**src/rtl/dlc_defines.svh**
```systemverilog
// constants of the line control and mode block: indexes, bit positions, timing
`ifndef DLC_DEFINES_SVH
`define DLC_DEFINES_SVH
// ----------------------------------------------------------------------
// register indexes (byte address on the bus is four times the index)
// ----------------------------------------------------------------------
`define DLC_IDX_TEST 7'h31
`define DLC_IDX_LOOP 7'h32
`define DLC_IDX_HOOK 7'h35
`define DLC_IDX_POWER 7'h36
`define DLC_IDX_RATE 7'h37
`define DLC_IDX_TXLVL 7'h38
`define DLC_IDX_RXLVL 7'h39
`define DLC_IDX_HREV 7'h3b
`define DLC_IDX_LINKST 7'h3c
`define DLC_IDX_LINE_SIDE_REVISION 7'h3d
`define DLC_IDX_LEGTERM 7'h3e
`define DLC_IDX_GAIN 7'h3f
`define DLC_IDX_FILTER 7'h40
`define DLC_IDX_CAL 7'h41
`define DLC_IDX_OVLST 7'h43
`define DLC_IDX_TERM 7'h4a
// ----------------------------------------------------------------------
// bit positions
// ----------------------------------------------------------------------
`define DLC_B_BARRIER_LB 1
`define DLC_B_MAP_SEL 6
`define DLC_B_ANALOG_LB 3
`define DLC_B_HYBRID_EN 1
`define DLC_B_OFF_HOOK 0
`define DLC_B_LINE_PD 4
`define DLC_B_SLEEP_PD 3
`define DLC_B_FRAME_DET 6
`define DLC_B_RX_MUTE 3
`define DLC_B_TX_MUTE 7
`define DLC_B_FILTER_IIR 4
`define DLC_B_OVL_EN 3
`define DLC_B_CAL_DIS 5
`define DLC_B_MANUAL_CAL_TRIGGER 6
`define DLC_B_OVL_FLAG 0
`define DLC_B_CURRENT_LIMIT_SELECT 1
`define DLC_B_OVERRIDE 6
// ----------------------------------------------------------------------
// reset values and limits
// ----------------------------------------------------------------------
`define DLC_RST_LOOP 8'h02
`define DLC_RST_POWER 8'h10
`define DLC_OVL_THR_HI_MA 8'ha0
`define DLC_OVL_THR_LO_MA 8'h3c
`define DLC_STEP_DB 4'h3
`define DLC_MAX_STEP 3'h4
`define DLC_RATE_CODES 4'ha
// ----------------------------------------------------------------------
// timing
// ----------------------------------------------------------------------
`define DLC_CLK_HZ 10000000
`define DLC_CAL_TIME_MS 256
`endif

```
**src/rtl/dlc_pkg.sv**
```systemverilog
// types shared by the line control and mode block
package dlc_pkg;
   // ----------------------------------------------------------------------
   // power operation modes, one-hot
   // ----------------------------------------------------------------------
   typedef enum logic [3:0] {
      DLC_PM_NORMAL = 4'h1,
      DLC_PM_RESET = 4'h2,
      DLC_PM_SLEEP = 4'h4,
      DLC_PM_FULL = 4'h8
   } dlc_pmode_t;
   // ----------------------------------------------------------------------
   // calibration sequencer states, one-hot
   // ----------------------------------------------------------------------
   typedef enum logic [2:0] {
      DLC_CAL_IDLE = 3'h1,
      DLC_CAL_WAIT = 3'h2,
      DLC_CAL_RUN = 3'h4
   } dlc_cal_t;
   // dc termination settings handed to the line side
   typedef struct packed {
      logic [1:0] dc_voltage_select;
      logic [1:0] minimum_current_select;
      logic current_limit_select;
   } dlc_term_t;
endpackage

```
**src/rtl/dlc_line_ctrl.sv**
```systemverilog
// control and mode logic of the host-side line access device
//
// Behaviour
// - sensed overload gives 800 ohm and flag
// - overload threshold 160 mA, or 60 mA limited
// - gain and attenuation 0..12 dB, mute bits
// - four-bit field selects one of ten rates
// - filter bit picks IIR or default FIR
// - two powerdown bits select four power modes
// - after reset: line powerdown, link inactive
// - normal mode needs both bits clear, rate valid
// - sleep and full powerdown leave only by reset
// - auto calibration on off-hook or power loss
// - manual calibration: disable auto, pulse trigger
// - line powerdown loops transmit data to received data
// - link up switches data, raises frame detect
// - barrier, analog and internal loopback controls
// - read-only host and line revision fields
// - map select defaults legacy, rewritable at any time
// - alternate map gives wide levels, split termination
// - legacy termination codes map to split fields
// - alternate-map termination override forces 800 ohm mode
`timescale 1ns/1ns
`include "dlc_defines.svh"
module dlc_line_ctrl
   import dlc_pkg::*;
#(
   parameter logic [3:0] HOST_REV = 4'h1, // arbitrary value
   parameter int CAL_CYCLES = `DLC_CAL_TIME_MS * (`DLC_CLK_HZ / 1000),
   parameter int SAMPLE_W = 16
) (
   input wire logic clk_i,
   input wire logic reset_n_i,
   input wire logic ce_i,
   input wire logic wb_cyc_i,
   input wire logic wb_stb_i,
   input wire logic wb_we_i,
   input wire logic [8:0] wb_adr_i,
   input wire logic [3:0] wb_sel_i,
   input wire logic [31:0] wb_dat_i,
   output logic [31:0] wb_dat_o,
   output logic wb_ack_o,
   input wire logic [7:0] line_current_ma_i,
   input wire logic line_power_ok_i,
   input wire logic dc_stable_i,
   input wire logic link_frame_i,
   input wire logic [3:0] line_side_revision_i,
   input wire logic [SAMPLE_W-1:0] tx_data_i,
   input wire logic [SAMPLE_W-1:0] rx_line_i,
   output logic [SAMPLE_W-1:0] rx_data_o,
   output logic [SAMPLE_W-1:0] tx_line_o,
   output logic link_active_o,
   output logic off_hook_o,
   output logic term_800_o,
   output dlc_term_t term_o,
   output logic [3:0] rx_gain_db_o,
   output logic [3:0] tx_atten_db_o,
   output logic [7:0] tx_level_o,
   output logic [7:0] rx_level_o,
   output logic [13:0] sample_rate_hz_o,
   output logic filter_iir_o,
   output dlc_pmode_t power_mode_o,
   output logic cal_busy_o,
   output logic barrier_loopback_o,
   output logic line_analog_loopback_o,
   output logic hybrid_enable_o
);
   localparam int CNT_W = $clog2(CAL_CYCLES + 1);
   localparam logic [CNT_W-1:0] CAL_LAST = CNT_W'(CAL_CYCLES - 1);

   // ----------------------------------------------------------------------
   // functions
   // ----------------------------------------------------------------------
   // step code to dB; codes above the top step saturate at 12 dB
   function automatic logic [3:0] step_db(input logic [2:0] code);
      logic [3:0] db;
      db = (code > `DLC_MAX_STEP) ? 4'hc : 4'(code * `DLC_STEP_DB);
      return db;
   endfunction

   // rate code to Hz; unlisted codes give zero and count as invalid
   function automatic logic [13:0] rate_hz(input logic [3:0] code);
      logic [13:0] hz;
      case (code)
         4'h0: hz = 14'd7200;
         4'h1: hz = 14'd8000;
         4'h2: hz = 14'd8229;
         4'h3: hz = 14'd8400;
         4'h4: hz = 14'd9000;
         4'h5: hz = 14'd9600;
         4'h6: hz = 14'd10286;
         4'h7: hz = 14'd12000;
         4'h8: hz = 14'd13714;
         4'h9: hz = 14'd16000;
         default: hz = 14'h0;
      endcase
      return hz;
   endfunction

   // ----------------------------------------------------------------------
   // software registers
   // ----------------------------------------------------------------------
   logic [7:0] test_ff, loop_ff, hook_ff, power_ff, rate_ff, txlvl_ff, rxlvl_ff;
   logic [7:0] legterm_ff, gain_ff, filter_ff, cal_ff, term_ff;
   logic overload_flag_ff, ovl_active_ff, ack_ff, frame_ff;
   logic [31:0] rdat_ff;
   logic hook_d_ff, pwr_d_ff, manual_cal_trigger_d_ff;
   dlc_pmode_t mode_ff, nxt_mode;
   dlc_cal_t cal_ff_st, nxt_cal;
   logic [CNT_W-1:0] cal_cnt_ff;

   // ----------------------------------------------------------------------
   // bus decode
   // ----------------------------------------------------------------------
   // ack comes one cycle after the request and drops the cycle after
   wire [6:0] idx = wb_adr_i[8:2];
   wire req = wb_cyc_i & wb_stb_i & ~ack_ff;
   wire wr = ce_i & req & wb_we_i & wb_sel_i[0];
   wire [7:0] wd = wb_dat_i[7:0];
   wire wr_test = wr & (idx == `DLC_IDX_TEST);
   wire wr_loop = wr & (idx == `DLC_IDX_LOOP);
   wire wr_hook = wr & (idx == `DLC_IDX_HOOK);
   wire wr_power = wr & (idx == `DLC_IDX_POWER);
   wire wr_rate = wr & (idx == `DLC_IDX_RATE);
   wire wr_txlvl = wr & (idx == `DLC_IDX_TXLVL);
   wire wr_rxlvl = wr & (idx == `DLC_IDX_RXLVL);
   wire wr_legterm = wr & (idx == `DLC_IDX_LEGTERM);
   wire wr_gain = wr & (idx == `DLC_IDX_GAIN);
   wire wr_filter = wr & (idx == `DLC_IDX_FILTER);
   wire wr_cal = wr & (idx == `DLC_IDX_CAL);
   wire wr_ovlst = wr & (idx == `DLC_IDX_OVLST);
   wire wr_term = wr & (idx == `DLC_IDX_TERM);

   // ----------------------------------------------------------------------
   // derived control
   // ----------------------------------------------------------------------
   wire map_sel = test_ff[`DLC_B_MAP_SEL];
   wire line_pd = power_ff[`DLC_B_LINE_PD];
   wire sleep_pd = power_ff[`DLC_B_SLEEP_PD];
   wire off_hook = hook_ff[`DLC_B_OFF_HOOK];
   wire rate_valid = rate_ff[3:0] < `DLC_RATE_CODES;
   wire cal_dis = cal_ff[`DLC_B_CAL_DIS];
   wire manual_cal_trigger = cal_ff[`DLC_B_MANUAL_CAL_TRIGGER];
   // mute bits only exist in the legacy map; wide level fields replace them
   wire rx_mute = ~map_sel & gain_ff[`DLC_B_RX_MUTE];
   wire tx_mute = ~map_sel & gain_ff[`DLC_B_TX_MUTE];

   // legacy termination code translated to split fields
   dlc_term_t legacy_term;
   always_comb begin
      case (legterm_ff[1:0])
         2'b00: legacy_term = '{2'b00, 2'b11, 1'b0};
         2'b01: legacy_term = '{2'b01, 2'b11, 1'b0};
         2'b10: legacy_term = '{2'b10, 2'b00, 1'b0};
         default: legacy_term = '{2'b10, 2'b00, 1'b1};
      endcase
   end
   wire dlc_term_t split_term = '{term_ff[5:4], term_ff[3:2], term_ff[`DLC_B_CURRENT_LIMIT_SELECT]};
   wire dlc_term_t eff_term = map_sel ? split_term : legacy_term;
   wire override_800 = map_sel & term_ff[`DLC_B_OVERRIDE];

   // overload sensing: limited termination lowers the trip point
   wire [7:0] ovl_thr = eff_term.current_limit_select ? `DLC_OVL_THR_LO_MA
                                                      : `DLC_OVL_THR_HI_MA;
   wire ovl_live = cal_ff[`DLC_B_OVL_EN] & off_hook & (mode_ff == DLC_PM_NORMAL)
                   & (line_current_ma_i > ovl_thr);
   wire ovl_clear = wr_ovlst & ~wd[`DLC_B_OVL_FLAG];

   // calibration triggers
   wire hook_rise = off_hook & ~hook_d_ff;
   wire power_lost = pwr_d_ff & ~line_power_ok_i;
   wire auto_start = ~cal_dis & (hook_rise | power_lost);
   wire manual_start = cal_dis & manual_cal_trigger_d_ff & ~manual_cal_trigger;

   // ----------------------------------------------------------------------
   // power mode next state
   // ----------------------------------------------------------------------
   // sleep and full powerdown ignore the bits until the reset pin pulses
   always_comb begin
      nxt_mode = mode_ff;
      case (mode_ff)
         DLC_PM_NORMAL, DLC_PM_RESET: begin
            if (line_pd & sleep_pd) begin
               nxt_mode = DLC_PM_FULL;
            end else if (sleep_pd) begin
               nxt_mode = DLC_PM_SLEEP;
            end else if (line_pd) begin
               nxt_mode = DLC_PM_RESET;
            end else if (rate_valid) begin
               nxt_mode = DLC_PM_NORMAL;
            end else begin
               nxt_mode = DLC_PM_RESET;
            end
         end
         DLC_PM_SLEEP: nxt_mode = DLC_PM_SLEEP;
         DLC_PM_FULL: nxt_mode = DLC_PM_FULL;
         default: nxt_mode = DLC_PM_RESET;
      endcase
   end

   // ----------------------------------------------------------------------
   // calibration next state
   // ----------------------------------------------------------------------
   // auto runs wait for a settled dc termination, manual runs start at once
   always_comb begin
      nxt_cal = cal_ff_st;
      case (cal_ff_st)
         DLC_CAL_IDLE: begin
            if (manual_start) begin
               nxt_cal = DLC_CAL_RUN;
            end else if (auto_start) begin
               nxt_cal = DLC_CAL_WAIT;
            end
         end
         DLC_CAL_WAIT: begin
            if (dc_stable_i) begin
               nxt_cal = DLC_CAL_RUN;
            end
         end
         DLC_CAL_RUN: begin
            if (cal_cnt_ff == CAL_LAST) begin
               nxt_cal = DLC_CAL_IDLE;
            end
         end
         default: nxt_cal = DLC_CAL_IDLE;
      endcase
   end

   // ----------------------------------------------------------------------
   // read mux
   // ----------------------------------------------------------------------
   // line-side fields read zero while the link is down; unmapped reads zero
   logic [7:0] rd_byte;
   wire link_up = (mode_ff == DLC_PM_NORMAL);
   always_comb begin
      if (idx == `DLC_IDX_TEST) begin
         rd_byte = test_ff;
      end else if (idx == `DLC_IDX_LOOP) begin
         rd_byte = loop_ff;
      end else if (idx == `DLC_IDX_HOOK) begin
         rd_byte = hook_ff;
      end else if (idx == `DLC_IDX_POWER) begin
         rd_byte = power_ff;
      end else if (idx == `DLC_IDX_RATE) begin
         rd_byte = rate_ff;
      end else if (idx == `DLC_IDX_TXLVL) begin
         rd_byte = txlvl_ff;
      end else if (idx == `DLC_IDX_RXLVL) begin
         rd_byte = rxlvl_ff;
      end else if (idx == `DLC_IDX_HREV) begin
         rd_byte = {4'h0, HOST_REV};
      end else if (idx == `DLC_IDX_LINKST) begin
         rd_byte = {1'b0, frame_ff, 6'h0};
      end else if (idx == `DLC_IDX_LINE_SIDE_REVISION) begin
         rd_byte = link_up ? {2'b00, line_side_revision_i, 2'b00} : 8'h0;
      end else if (idx == `DLC_IDX_LEGTERM) begin
         rd_byte = legterm_ff;
      end else if (idx == `DLC_IDX_GAIN) begin
         rd_byte = gain_ff;
      end else if (idx == `DLC_IDX_FILTER) begin
         rd_byte = filter_ff;
      end else if (idx == `DLC_IDX_CAL) begin
         rd_byte = cal_ff;
      end else if (idx == `DLC_IDX_OVLST) begin
         rd_byte = {7'h0, overload_flag_ff};
      end else if (idx == `DLC_IDX_TERM) begin
         rd_byte = term_ff;
      end else begin
         rd_byte = 8'h0;
      end
   end

   // ----------------------------------------------------------------------
   // bus answer
   // ----------------------------------------------------------------------
   always_ff @(posedge clk_i) begin
      if (!reset_n_i) begin
         ack_ff <= 1'b0;
         rdat_ff <= 32'h0;
      end else if (ce_i) begin
         ack_ff <= req;
         rdat_ff <= {24'h0, rd_byte};
      end
   end

   // ----------------------------------------------------------------------
   // control registers
   // ----------------------------------------------------------------------
   // reset leaves line powerdown set and the hybrid enabled
   always_ff @(posedge clk_i) begin
      if (!reset_n_i) begin
         test_ff <= 8'h0;
         loop_ff <= `DLC_RST_LOOP;
         hook_ff <= 8'h0;
         power_ff <= `DLC_RST_POWER;
         rate_ff <= 8'h0;
         txlvl_ff <= 8'h0;
         rxlvl_ff <= 8'h0;
         legterm_ff <= 8'h0;
         gain_ff <= 8'h0;
         filter_ff <= 8'h0;
         cal_ff <= 8'h0;
         term_ff <= 8'h0;
      end else begin
         if (wr_test) test_ff <= wd;
         if (wr_loop) loop_ff <= wd;
         if (wr_hook) hook_ff <= wd;
         if (wr_power) power_ff <= wd;
         if (wr_rate) rate_ff <= wd;
         if (wr_txlvl) txlvl_ff <= wd;
         if (wr_rxlvl) rxlvl_ff <= wd;
         if (wr_legterm) legterm_ff <= wd;
         if (wr_gain) gain_ff <= wd;
         if (wr_filter) filter_ff <= wd;
         if (wr_cal) cal_ff <= wd;
         if (wr_term) term_ff <= wd;
      end
   end

   // ----------------------------------------------------------------------
   // state: power mode, overload, calibration
   // ----------------------------------------------------------------------
   // a new overload in the clearing cycle wins, so no event is lost
   always_ff @(posedge clk_i) begin
      if (!reset_n_i) begin
         mode_ff <= DLC_PM_RESET;
         overload_flag_ff <= 1'b0;
         ovl_active_ff <= 1'b0;
         frame_ff <= 1'b0;
         cal_ff_st <= DLC_CAL_IDLE;
         cal_cnt_ff <= '0;
         hook_d_ff <= 1'b0;
         pwr_d_ff <= 1'b0;
         manual_cal_trigger_d_ff <= 1'b0;
      end else if (ce_i) begin
         mode_ff <= nxt_mode;
         ovl_active_ff <= ovl_live;
         overload_flag_ff <= ovl_live | (overload_flag_ff & ~ovl_clear);
         frame_ff <= link_up & link_frame_i;
         cal_ff_st <= nxt_cal;
         cal_cnt_ff <= (cal_ff_st == DLC_CAL_RUN) ? cal_cnt_ff + 1'b1 : '0;
         hook_d_ff <= off_hook;
         pwr_d_ff <= line_power_ok_i;
         manual_cal_trigger_d_ff <= manual_cal_trigger;
      end
   end

   // ----------------------------------------------------------------------
   // outputs, all registered
   // ----------------------------------------------------------------------
   // loopback output: the received path takes host transmit data while line
   // powerdown holds the link down; adds one clock of latency either way
   always_ff @(posedge clk_i) begin
      if (!reset_n_i) begin
         rx_data_o <= '0;
         tx_line_o <= '0;
         link_active_o <= 1'b0;
         off_hook_o <= 1'b0;
         term_800_o <= 1'b0;
         term_o <= '0;
         rx_gain_db_o <= 4'h0;
         tx_atten_db_o <= 4'h0;
         tx_level_o <= 8'h0;
         rx_level_o <= 8'h0;
         sample_rate_hz_o <= 14'h0;
         filter_iir_o <= 1'b0;
         power_mode_o <= DLC_PM_RESET;
         cal_busy_o <= 1'b0;
         barrier_loopback_o <= 1'b0;
         line_analog_loopback_o <= 1'b0;
         hybrid_enable_o <= 1'b1;
      end else if (ce_i) begin
         if (rx_mute) begin
            rx_data_o <= '0;
         end else begin
            rx_data_o <= line_pd ? tx_data_i : rx_line_i;
         end
         tx_line_o <= tx_mute ? '0 : tx_data_i;
         link_active_o <= (nxt_mode == DLC_PM_NORMAL);
         off_hook_o <= off_hook;
         term_800_o <= ovl_live | override_800;
         term_o <= eff_term;
         rx_gain_db_o <= step_db(gain_ff[2:0]);
         tx_atten_db_o <= step_db(gain_ff[6:4]);
         tx_level_o <= map_sel ? txlvl_ff : {6'h0, txlvl_ff[1:0]};
         rx_level_o <= map_sel ? rxlvl_ff : {6'h0, rxlvl_ff[1:0]};
         sample_rate_hz_o <= rate_hz(rate_ff[3:0]);
         filter_iir_o <= filter_ff[`DLC_B_FILTER_IIR];
         power_mode_o <= nxt_mode;
         cal_busy_o <= (nxt_cal == DLC_CAL_RUN);
         barrier_loopback_o <= test_ff[`DLC_B_BARRIER_LB];
         line_analog_loopback_o <= loop_ff[`DLC_B_ANALOG_LB];
         hybrid_enable_o <= loop_ff[`DLC_B_HYBRID_EN];
      end
   end

   assign wb_ack_o = ack_ff;
   assign wb_dat_o = rdat_ff;
endmodule

```
**config.mk**
```make
export PLATFORM = sky130hd
export DESIGN_NAME = dlc_line_ctrl
export DESIGN_NICKNAME = d
export VERILOG_FILES = /design/src/rtl/dlc_pkg.sv /design/src/rtl/dlc_line_ctrl.sv
export VERILOG_INCLUDE_DIRS = /design/src /design/src/rtl
export SDC_FILE = /design/constraint.sdc
export NUM_CORES = 1
export LEC_CHECK = 0
export BUFFER_PORTS_ARGS = -buffer_cell sky130_fd_sc_hd__buf_2
export CAP_MARGIN = 20
export CORE_ASPECT_RATIO = 0.8
export CORE_UTILIZATION = 56
export DETAILED_ROUTE_END_ITERATION = 6
export PLACE_DENSITY = 0.81
export SLEW_MARGIN = 20
export SYNTH_ARGS = -nofsm -noshare
export SYNTH_HDL_FRONTEND = slang
export SYNTH_SLANG_ARGS = --single-unit
```
**constraint.sdc**
```tcl
create_clock -name clk_i -period 2.2 [get_ports clk_i]
set_clock_uncertainty 0.1 [all_clocks]
set_input_delay 0 -clock clk_i [delete_from_list [all_inputs] [get_ports clk_i]]
set_output_delay 0 -clock clk_i [all_outputs]
set_load 0.01 [all_outputs]
```
==> impl_results.md, run 1 <==
- Status: finished clean
- RSZ-0062 raised after global routing: no
- Most frequent cells in the layout: dfxtp_1, buf_2, nor2b_1
- Max Root-Sink Buffers: 3
- CP required: 2.49 ns
- First-pass GRT wire length: 49.8 mm
- Slew Limit Fails: 0
- R2r setup slk: 0.09 ns
- PortBufs: 164
- TritonCTS clock tree: built
- Synth top area share: 40.3%
- Vias in the first global route: 9307
- Worst setup EP type: flop
- Ports: 218
- Initial core utilization: 57.5%
- Top FF cell, synth: dfxtp_1
- Tot Pwr: 8820 uW
- Async S/R FF share, synth: 0%
- Non-filler cells in the finished layout: 1683
- 1st-iter DRT viols: 788
- Cell Area, Synth: 11000 sq um
- Setup-failing EPs final: 0
- Clock transition at the registers of the reported paths: 0.06 ns
- Worst vdd ir: 0.498 mV
- Post-Syn Instances: 1208
- Post-layout min period: 2.11 ns
- Worst Tran Pin Value: 0.903 ns
- Post-synth EDFFs: 0
- Clk Latency, worst-skew pair: 0.51 ns
- Vias/cell: 5.72
- CTS Sinks: 221
- Mean post-synth cell area: 9.09 sq um
- Gr usage total: 31.5%
- Die span in x: 159 um
- CP Class: flop to flop
- Most common cell after layout, fill and taps aside: dfxtp_1
- WP data arrival: 2.40 ns
- Clk root buf: clkbuf_16
- Die ar.: 20200 sq um
- Max FO, Critical Path: 3
- Syn-to-layout area delta: 21.8%
- Die height: 127 um
- Min Hold Slack: 0.0171 ns
- Fraction of layout cells with a size suffix above 1: 19.5%
- Rows: 45
- Ranking of synthesized cells by area: dfxtp_1, mux2i_1, nor2b_1
- Antenna cells: 0
- Synth unique cells: 83
- Via count: 9622
- TritonRoute pass-1 iters: 6
- Pin count of the biggest net entering global routing: 85
- Worst slew margin: 39.7%
- Final hold viol count: 0
- Core area: 19100 sq um
- Synth Register Bits: 221
- P per Cell Area: 659 nW/um^2
- Grt ovf: 0
- Max Clock Freq: 0.474 GHz
- Post-synth top area cell: dfxtp_1
- Post-DP HPWL: 21.3 mm
- YS warnings: 0
- Final-stage net count: 1527
- Post-synthesis sequential area ratio: 40.3%
- Routed WL: 31.8 mm
- Placer congestion estimate: 0.978
- Setup TNS Final: 0 ns
- Initial antenna violation count: 0
- DR DRC count: 0
- Final worst-path cycle share: 96.0%
- Min-Delay Path Class: input port to flop
- MaxCap Viol Count: 0
- CTS Buf Count: 23
- Leak: 0.00573 uW
- Wire per inst: 18.9 um
- # placed instances: 1587
- H-Tree Depth: 1
- Nature of the critical path startpoint: flop
- Routed Antenna Nets: 0
power breakdown:
| group | internal [uW] | switching (uW) | total (uW) |
|---|---|---|---|
| clock network | 2290 | 1620 | 3910 |
| registers | 4060 | 37.6 | 4100 |
| logic | 344 | 460 | 804 |
| total | 6700 | 2120 | 8820 |
synth_stat cells, types with 4 or more instances:
cell type / n
nand2b_1: 13
o31ai_1: 4
a32oi_1: 6
nand4b_1: 5
o21ai_0: 40
and3_1: 9
a21boi_0: 35
xnor2_1: 5
nor3_1: 16
dfxtp_1: 221
o2bb2ai_1: 5
o211a_1: 5
buf_4: 27
a22oi_1: 21
a31oi_1: 8
o221ai_1: 7
nor2b_1: 153
mux2i_1: 135
xor2_1: 18
buf_2: 11
nor4_1: 5
buf_1: 5
o211ai_1: 9
nand3_1: 31
a221oi_1: 7
nor2_1: 76
a211oi_1: 6
clkbuf_1: 65
ha_1: 15
or3_1: 4
o21a_1: 7
a21oi_1: 43
inv_1: 28
nand2_1: 75
nand4_1: 10
sequential cells by signal, indices dropped and copies added, names as in the netlist, 14 cells and up:
| register | count |
|---|---|
| tx_line_o | 16 |
| rx_data_o | 16 |
| sample_rate_hz_o | 14 |
| cal_cnt_ff | 22 |
worst paths after layout:
path	endpoint	cells past startpoint	start
worst max register to register	term_800_o	10	test_ff[6]
worst max-delay path	term_800_o	10	test_ff[6]
worst min register to register	cal_busy_o	2	cal_busy_o
worst min-delay path	overload_flag_ff	6	wb_we_i
critical path: stages (launching register included):
cell,delay (ns)
dfxtp_2,0.35
inv_1,0.05
and3_1,0.18
a21oi_2,0.21
inv_2,0.07
ha_1,0.30
and4b_1,0.23
o21ai_1,0.08
o21ai_0,0.10
o21ai_1,0.22
a21boi_0,0.11
metal layers:
metal	wire length [um]	GRT usage, %
met5	0	0
met3	2550	6.28
met2	14200	50.1
met4	1020	10.7
met1	14000	42.6
stage by stage:
stage / cell area, sq um / utilization, % / worst slack, ns
finish: 13400 / 70.1 / 0.0886
CTS: 13400 / 70.1 / 0.0497
global route: 13400 / 70.1 / 0.00170
global placement: 12000 / 63.1 / 0.0720
detailed placement: 12000 / 63.1 / -0.134
floorplan: 11100 / - / 0.220
cell type report:
class,instances,area [sq um]
flip-flops and latches,221,4430
clock inverters,7,103
clock buffers,31,646
inverters,29,109
fillers,1445,5710
multi-input cells,867,5970
well taps,258,323
repair buffers,270,1800
cell families after synthesis:
group,Yosys count,share of synthesized area [%]
AOI/OAI and AO/OA,226,14.1
and+or+nand+nor,440,22.9
buffers and inverters,143,6.18
other,1,0.0342
muxes,137,12.5
DFF,221,40.3
adders and majority gates,17,2.07
xor gates and xnor gates,23,1.83
timing repair:
action,in CTS,in global routing
endpoints found under the setup margin,2,2
resized for setup,2,4
setup buffers,0,0
pin swaps,0,1
hold buffers,58,0
endpoints found under the hold margin,161,0
Note: power is estimated with default switching activity, not from simulation.
==> run 2: changes to the inputs <==
Settings changed: CORE_MARGIN set to 2.
==> run 2 against run 1 <==
Compared with the run above:
- fmax increased by 1.5%
- register-to-register slack better by 0.03 ns
- combinational power increased by 2%
- routed wire length rose by 2.6%
- cell count grew 0.89%
- power is 1.3% higher
- clock power increased by 3%
- worst setup slack gained 0.030 ns
- count of clock-buffer cells in the layout unchanged
- sequential share of layout area down 0.41 points
- largest power group unchanged
- highest routed layer unchanged
==> impl_results.md, run 2 (same netlist as run 1, synthesis figures left out) <==
- Status: finished clean
- Max Clock Freq: 0.480 GHz
- Non-filler cells in the finished layout: 1698
- Post-layout min period: 2.08 ns
- Die ar.: 20800 sq um
- Final hold viol count: 0
- Cells along the critical path: nor4b_4, buf_4, nand3_1, nand2_1, dlygate4sd3_1, a22oi_2, a211oi_2
- Leak: 0.00582 uW
- Worst path max stage delay: 0.56 ns
- Most frequent cells in the layout: dfxtp_1, buf_2, nor2b_1
- Most common cell after layout, fill and taps aside: dfxtp_1
- Min-Delay Path Class: input port to flop
- Max Root-Sink Buffers: 3
- CP Class: flop to flop
- First-pass GRT wire length: 50.8 mm
- Pin count of the biggest net entering global routing: 108
- Worst setup EP type: flop
- Clock transition at the registers of the reported paths: 0.07 ns
- DP Worst Slack: -0.124 ns
- Grt met3 use: 5.79%
- R2r setup slk: 0.12 ns
- GR peak layer: met2
- Int Pwr: 6840 uW
- Sequential power share: 45.9%
- Placer congestion estimate: 0.979
- Slowest CP cell: dlygate4sd3_1
- CTS Buf Count: 22
- PortBufs: 164
- Largest register FFs: 22
- R2r endpoint: wb_dat_o[5]
- Switch Pwr: 2090 uW
- Worst vdd ir: 0.664 mV
- Ports: 218
- Worst slew margin: 59.2%
- Largest registers: cal_cnt_ff: 22 flops, rx_data_o: 16 flops, tx_line_o: 16 flops
- Routed WL: 32.6 mm
- RR Startpoint: power_mode_o[2]
- Largest Register: cal_cnt_ff
- Max FO, Critical Path: 8
- Die span in x: 161 um
- Setup TNS Final: 0 ns
- Clock power frac: 44.9%
- Comb power frac: 9.2%
- MaxCap Viol Count: 0
- Hold path startpoint: line_current_ma_i[2]
- RSZ-0062 raised after global routing: no
- Final core utilization: 71.0%
- Wire per inst: 19.2 um
- Fin worst setup slack: 0.119 ns
- Grt ovf: 0
- Rows: 45
- Clk root buf: clkbuf_16
- Post-DP HPWL: 21.7 mm
- Vias/cell: 5.79
- Slew Limit Fails: 0
- Worst Tran Pin Value: 0.611 ns
- Gr usage total: 30.6%
- Via count: 9828
- M2 GR Usage: 51.0%
- Clk Latency, worst-skew pair: 0.51 ns
- # placed instances: 1599
- Hold Path Stages: 6
- DR DRC count: 0
- Setup-failing EPs final: 0
- WP data arrival: 2.42 ns
- Hold Path End: overload_flag_ff
- Routed Antenna Nets: 0
- TritonRoute pass-1 iters: 7
- 1st-iter DRT viols: 794
- CTS Sinks: 221
- Initial core utilization: 57.5%
- Syn-to-layout area delta: 23.5%
- Tot Pwr: 8930 uW
- Sw frac: 23.4%
- Core area: 19100 sq um
- CP required: 2.53 ns
- Die height: 129 um
- Fraction of layout cells with a size suffix above 1: 20.6%
- TritonCTS clock tree: built
- Vias in the first global route: 9344
- Initial antenna violation count: 0
- H-Tree Depth: 1
- Length in cells of the worst reg-to-reg path: 7
- Nature of the critical path startpoint: flop
- P per Cell Area: 659 nW/um^2
- Final worst-path cycle share: 94.6%
- Met1 Use GR: 41.6%
- Final-stage net count: 1539
==> run 2: cell types whose count changed in the layout (fill, tap and decap cells not counted), sizes merged <==
cell,previous run,this run
diode,0,1
bufinv,2,3
buf,212,227
dlygate4sd3,58,56
==> run 2: repair_timing <==
item / CTS / global route
gates resized for setup: 2 / 9
endpoints found under the hold margin: 164 / 0
setup endpoints to repair: 2 / 3
gates cloned: 0 / 0
hold buffers: 56 / 0
setup buffers: 0 / 3
pin swaps: 0 / 1
==> run 2: cell type report <==
type,instances,area [sq um]
fillers,1394,5530
diodes,1,2.50
multi-input cells,867,5990
flip-flops and latches,221,4430
well taps,258,323
clock inverters,8,121
clock buffers,31,656
inverters,29,109
repair buffers,283,1920
==> run 2: worst max-delay path, delay by kind of cell, from the launching register on <==
kind,cells,cell delay [ns]
compound gates,2,0.36
buf+inv,2,0.76
flops,1,0.38
simple gates,3,0.41
==> run 2: how the worst max path moves through the flow <==
stage	start	end	slack (ns)	depth (start not counted)
finish	power_mode_o[2]	wb_dat_o[5]	0.12	7
global route	power_mode_o[2]	wb_dat_o[5]	0.02	7
CTS	test_ff[6]	term_800_o	0.009	10
detailed placement	test_ff[6]	overload_flag_ff	-0.12	10
global placement	test_ff[6]	term_800_o	0.01	10
floorplan	test_ff[6]	overload_flag_ff	0.22	10
==> run 2: through the flow <==
| step | cell area, sq um | hold WS (ns) |
|---|---|---|
| 2_1_floorplan | 11100 | 0.0665 |
| 3_3_place_gp | 12200 | 0.168 |
| 3_5_place_dp | 12200 | 0.180 |
| 4_1_cts | 13500 | 0.00385 |
| 5_1_grt | 13600 | 0.0395 |
| 6_report | 13600 | 0.00583 |
==> run 2: per-layer routing <==
metal,routed length [um],share of wire [%],vias to the layer above
met3,2920,9.0,71
met2,15100,46,461
met1,13900,43,4689
li1,-,-,4607
met5,0,0,-
met4,749,2.3,0
==> run 2: power by group through the flow <==
stage | Sequential (uW) | Clock [uW] | Combinational [uW]
4_1_cts | 4100 | 4030 | 795
6_report | 4100 | 4010 | 819
5_1_grt | 4100 | 4220 | 877
2_1_floorplan | 4210 | 0 | 438
3_3_place_gp | 4180 | 0 | 709
3_5_place_dp | 4180 | 0 | 715
==> run 3: changes to the inputs <==
Settings changed: BUFFER_PORTS_ARGS -buffer_cell sky130_fd_sc_hd__buf_2 to unset, CORE_UTILIZATION 56 to 60, DONT_BUFFER_PORTS set to 1, PLACE_DENSITY 0.81 to 0.76.
==> run 3 against run 2 <==
Compared with the run above:
- the run now ends with negative hold slack left
- hold slack got worse by 0.066 ns
- register-to-register slack got worse by 0.06 ns
- routed wire length rose by 7.2%
- global-route usage rose by 4.1 points
- sequential power rose by 1%
- largest cell class unchanged
- highest routed layer unchanged
==> impl_results.md, run 3 (same netlist as run 1, synthesis figures left out) <==
- Status: finished with violations
- Gr usage total: 34.8%
- Final-stage net count: 1472
- Setup TNS Final: 0 ns
- RSZ-0062 raised after global routing: yes
- Max Clock Freq: 0.466 GHz
- Final worst-path cycle share: 97.6%
- Comb power frac: 8.2%
- Max FO, Critical Path: 5
- Placer congestion estimate: 0.957
- Initial core utilization: 60.8%
- Via count: 9859
- Ports: 218
- Tot Pwr: 8740 uW
- Vias in the first global route: 9512
- Grt ovf: 0
- R2r setup slk: 0.05 ns
- Largest registers: cal_cnt_ff: 22 flops, rx_data_o: 16 flops, tx_line_o: 16 flops
- PortBufs: 0
- Core area: 18100 sq um
- Pin count of the biggest net entering global routing: 108
- Die ar.: 19400 sq um
- Post-layout min period: 2.15 ns
- Hold Path Stages: 3
- H-Tree Depth: 1
- Die height: 125 um
- Routed WL: 35.0 mm
- Post-DP HPWL: 19.1 mm
- DR DRC count: 0
- Int Pwr: 6700 uW
- Syn-to-layout area delta: 25.1%
- Most frequent cells in the layout: dfxtp_1, dlygate4sd3_1, nor2b_1
- Final core utilization: 76.1%
- Length in cells of the worst reg-to-reg path: 6
- Most common cell after layout, fill and taps aside: dfxtp_1
- Clock transition at the registers of the reported paths: 0.06 ns
- MaxCap Viol Count: 0
- Sw frac: 23.4%
- First-pass GRT wire length: 53.6 mm
- Switch Pwr: 2050 uW
- Die span in x: 155 um
- Clock power frac: 44.5%
- Slew Limit Fails: 0
- CP required: 2.48 ns
- Worst slew margin: 36.5%
- Worst setup EP type: flop
- Rows: 44
- 1st-iter DRT viols: 1313
- P per Cell Area: 637 nW/um^2
- Min-Delay Path Class: input port to flop
- Vias/cell: 6.15
- Fraction of layout cells with a size suffix above 1: 9.18%
- Min Hold Slack: -0.0605 ns
- Sequential power share: 47.3%
- CP Class: flop to flop
- CTS Sinks: 221
- Largest Register: cal_cnt_ff
- Largest register FFs: 22
- Clk Latency, worst-skew pair: 0.52 ns
- Nature of the critical path startpoint: flop
- Initial antenna violation count: 2
- Setup-failing EPs final: 0
- Routed Antenna Nets: 0
- Wire per inst: 21.8 um
- CTS Buf Count: 22
- Leak: 0.00563 uW
- Max Root-Sink Buffers: 3
- Final hold viol count: 1
- WP data arrival: 2.43 ns
- Clk root buf: clkbuf_16
- TritonCTS clock tree: built
- Worst Tran Pin Value: 0.952 ns
- Failing checks: negative hold slack
- TritonRoute pass-1 iters: 6
- Worst vdd ir: 0.547 mV
[run 3: cell types whose count changed in the layout (fill, tap and decap cells not counted), sizes merged]
| cell | change |
|---|---|
| buf | -180 |
| clkinv | +1 |
| clkinvlp | -1 |
| diode | +1 |
| dlygate4sd3 | +111 |
| dlymetal6s4s | +2 |
[run 3: worst paths after layout]
path	to	start
setup / recovery	loop_ff[3]	wb_ack_o
hold / removal	cal_ff_st[0]	ce_i
setup reg to reg	loop_ff[3]	wb_ack_o
hold reg to reg	overload_flag_ff	overload_flag_ff
[run 3: routing by layer]
layer  share of wire [%]  vias up  global-route usage, %  routed length (um)
met1                  41     4693                   47.0               14300
met5                   0        -                      0                   0
li1                    -     4475                      -                   -
met4                 3.4        0                   12.1                1200
met3                  11      115                   9.05                3810
met2                  45      576                   54.3               15700
[run 3: worst max-delay path: stages, from the launching register on]
cell	delay, ns
dfxtp_2	0.35
nand3b_4	0.21
or2_4	0.32
buf_12	0.15
o21ai_0	0.18
a21boi_0	0.13
dlygate4sd3_1	0.58
[run 3: power by group through the flow]
stage | clock [uW] | sequential (uW) | combinational, uW
final | 3890 | 4140 | 715
after global routing | 4070 | 4140 | 753
after CTS | 3900 | 4140 | 664
after detailed placement | 0 | 4220 | 359
after global placement | 0 | 4220 | 353
after floorplan | 0 | 4210 | 438
[run 3: timing repair]
| action | 4_1_cts | 5_1_grt |
|---|---|---|
| pin swaps | 0 | 4 |
| hold buffers | 171 | 4 |
| endpoints found under the setup margin | 2 | 52 |
| setup buffers | 0 | 7 |
| gates resized for setup | 1 | 23 |
| endpoints found under the hold margin | 217 | 5 |
[run 3: per-stage QoR]
step                cell area, sq um  setup WS, ns  cells
floorplan                      11100         0.220   1231
global placement               11100        0.0447   1383
detailed placement             11100        -0.110   1383
CTS                            13600        0.0113   1593
global route                   13700       -0.0218   1602
finish                         13700        0.0538   1604
[run 3: layout make-up]
class,count,area (sq um)
multi-input combinational,867,6020
sequential,221,4440
fill,1175,4320
timing repair buffer,216,2150
clock buffer,31,616
tap,230,288
clock inverter,8,115
inverter,29,109
antenna,2,5.00
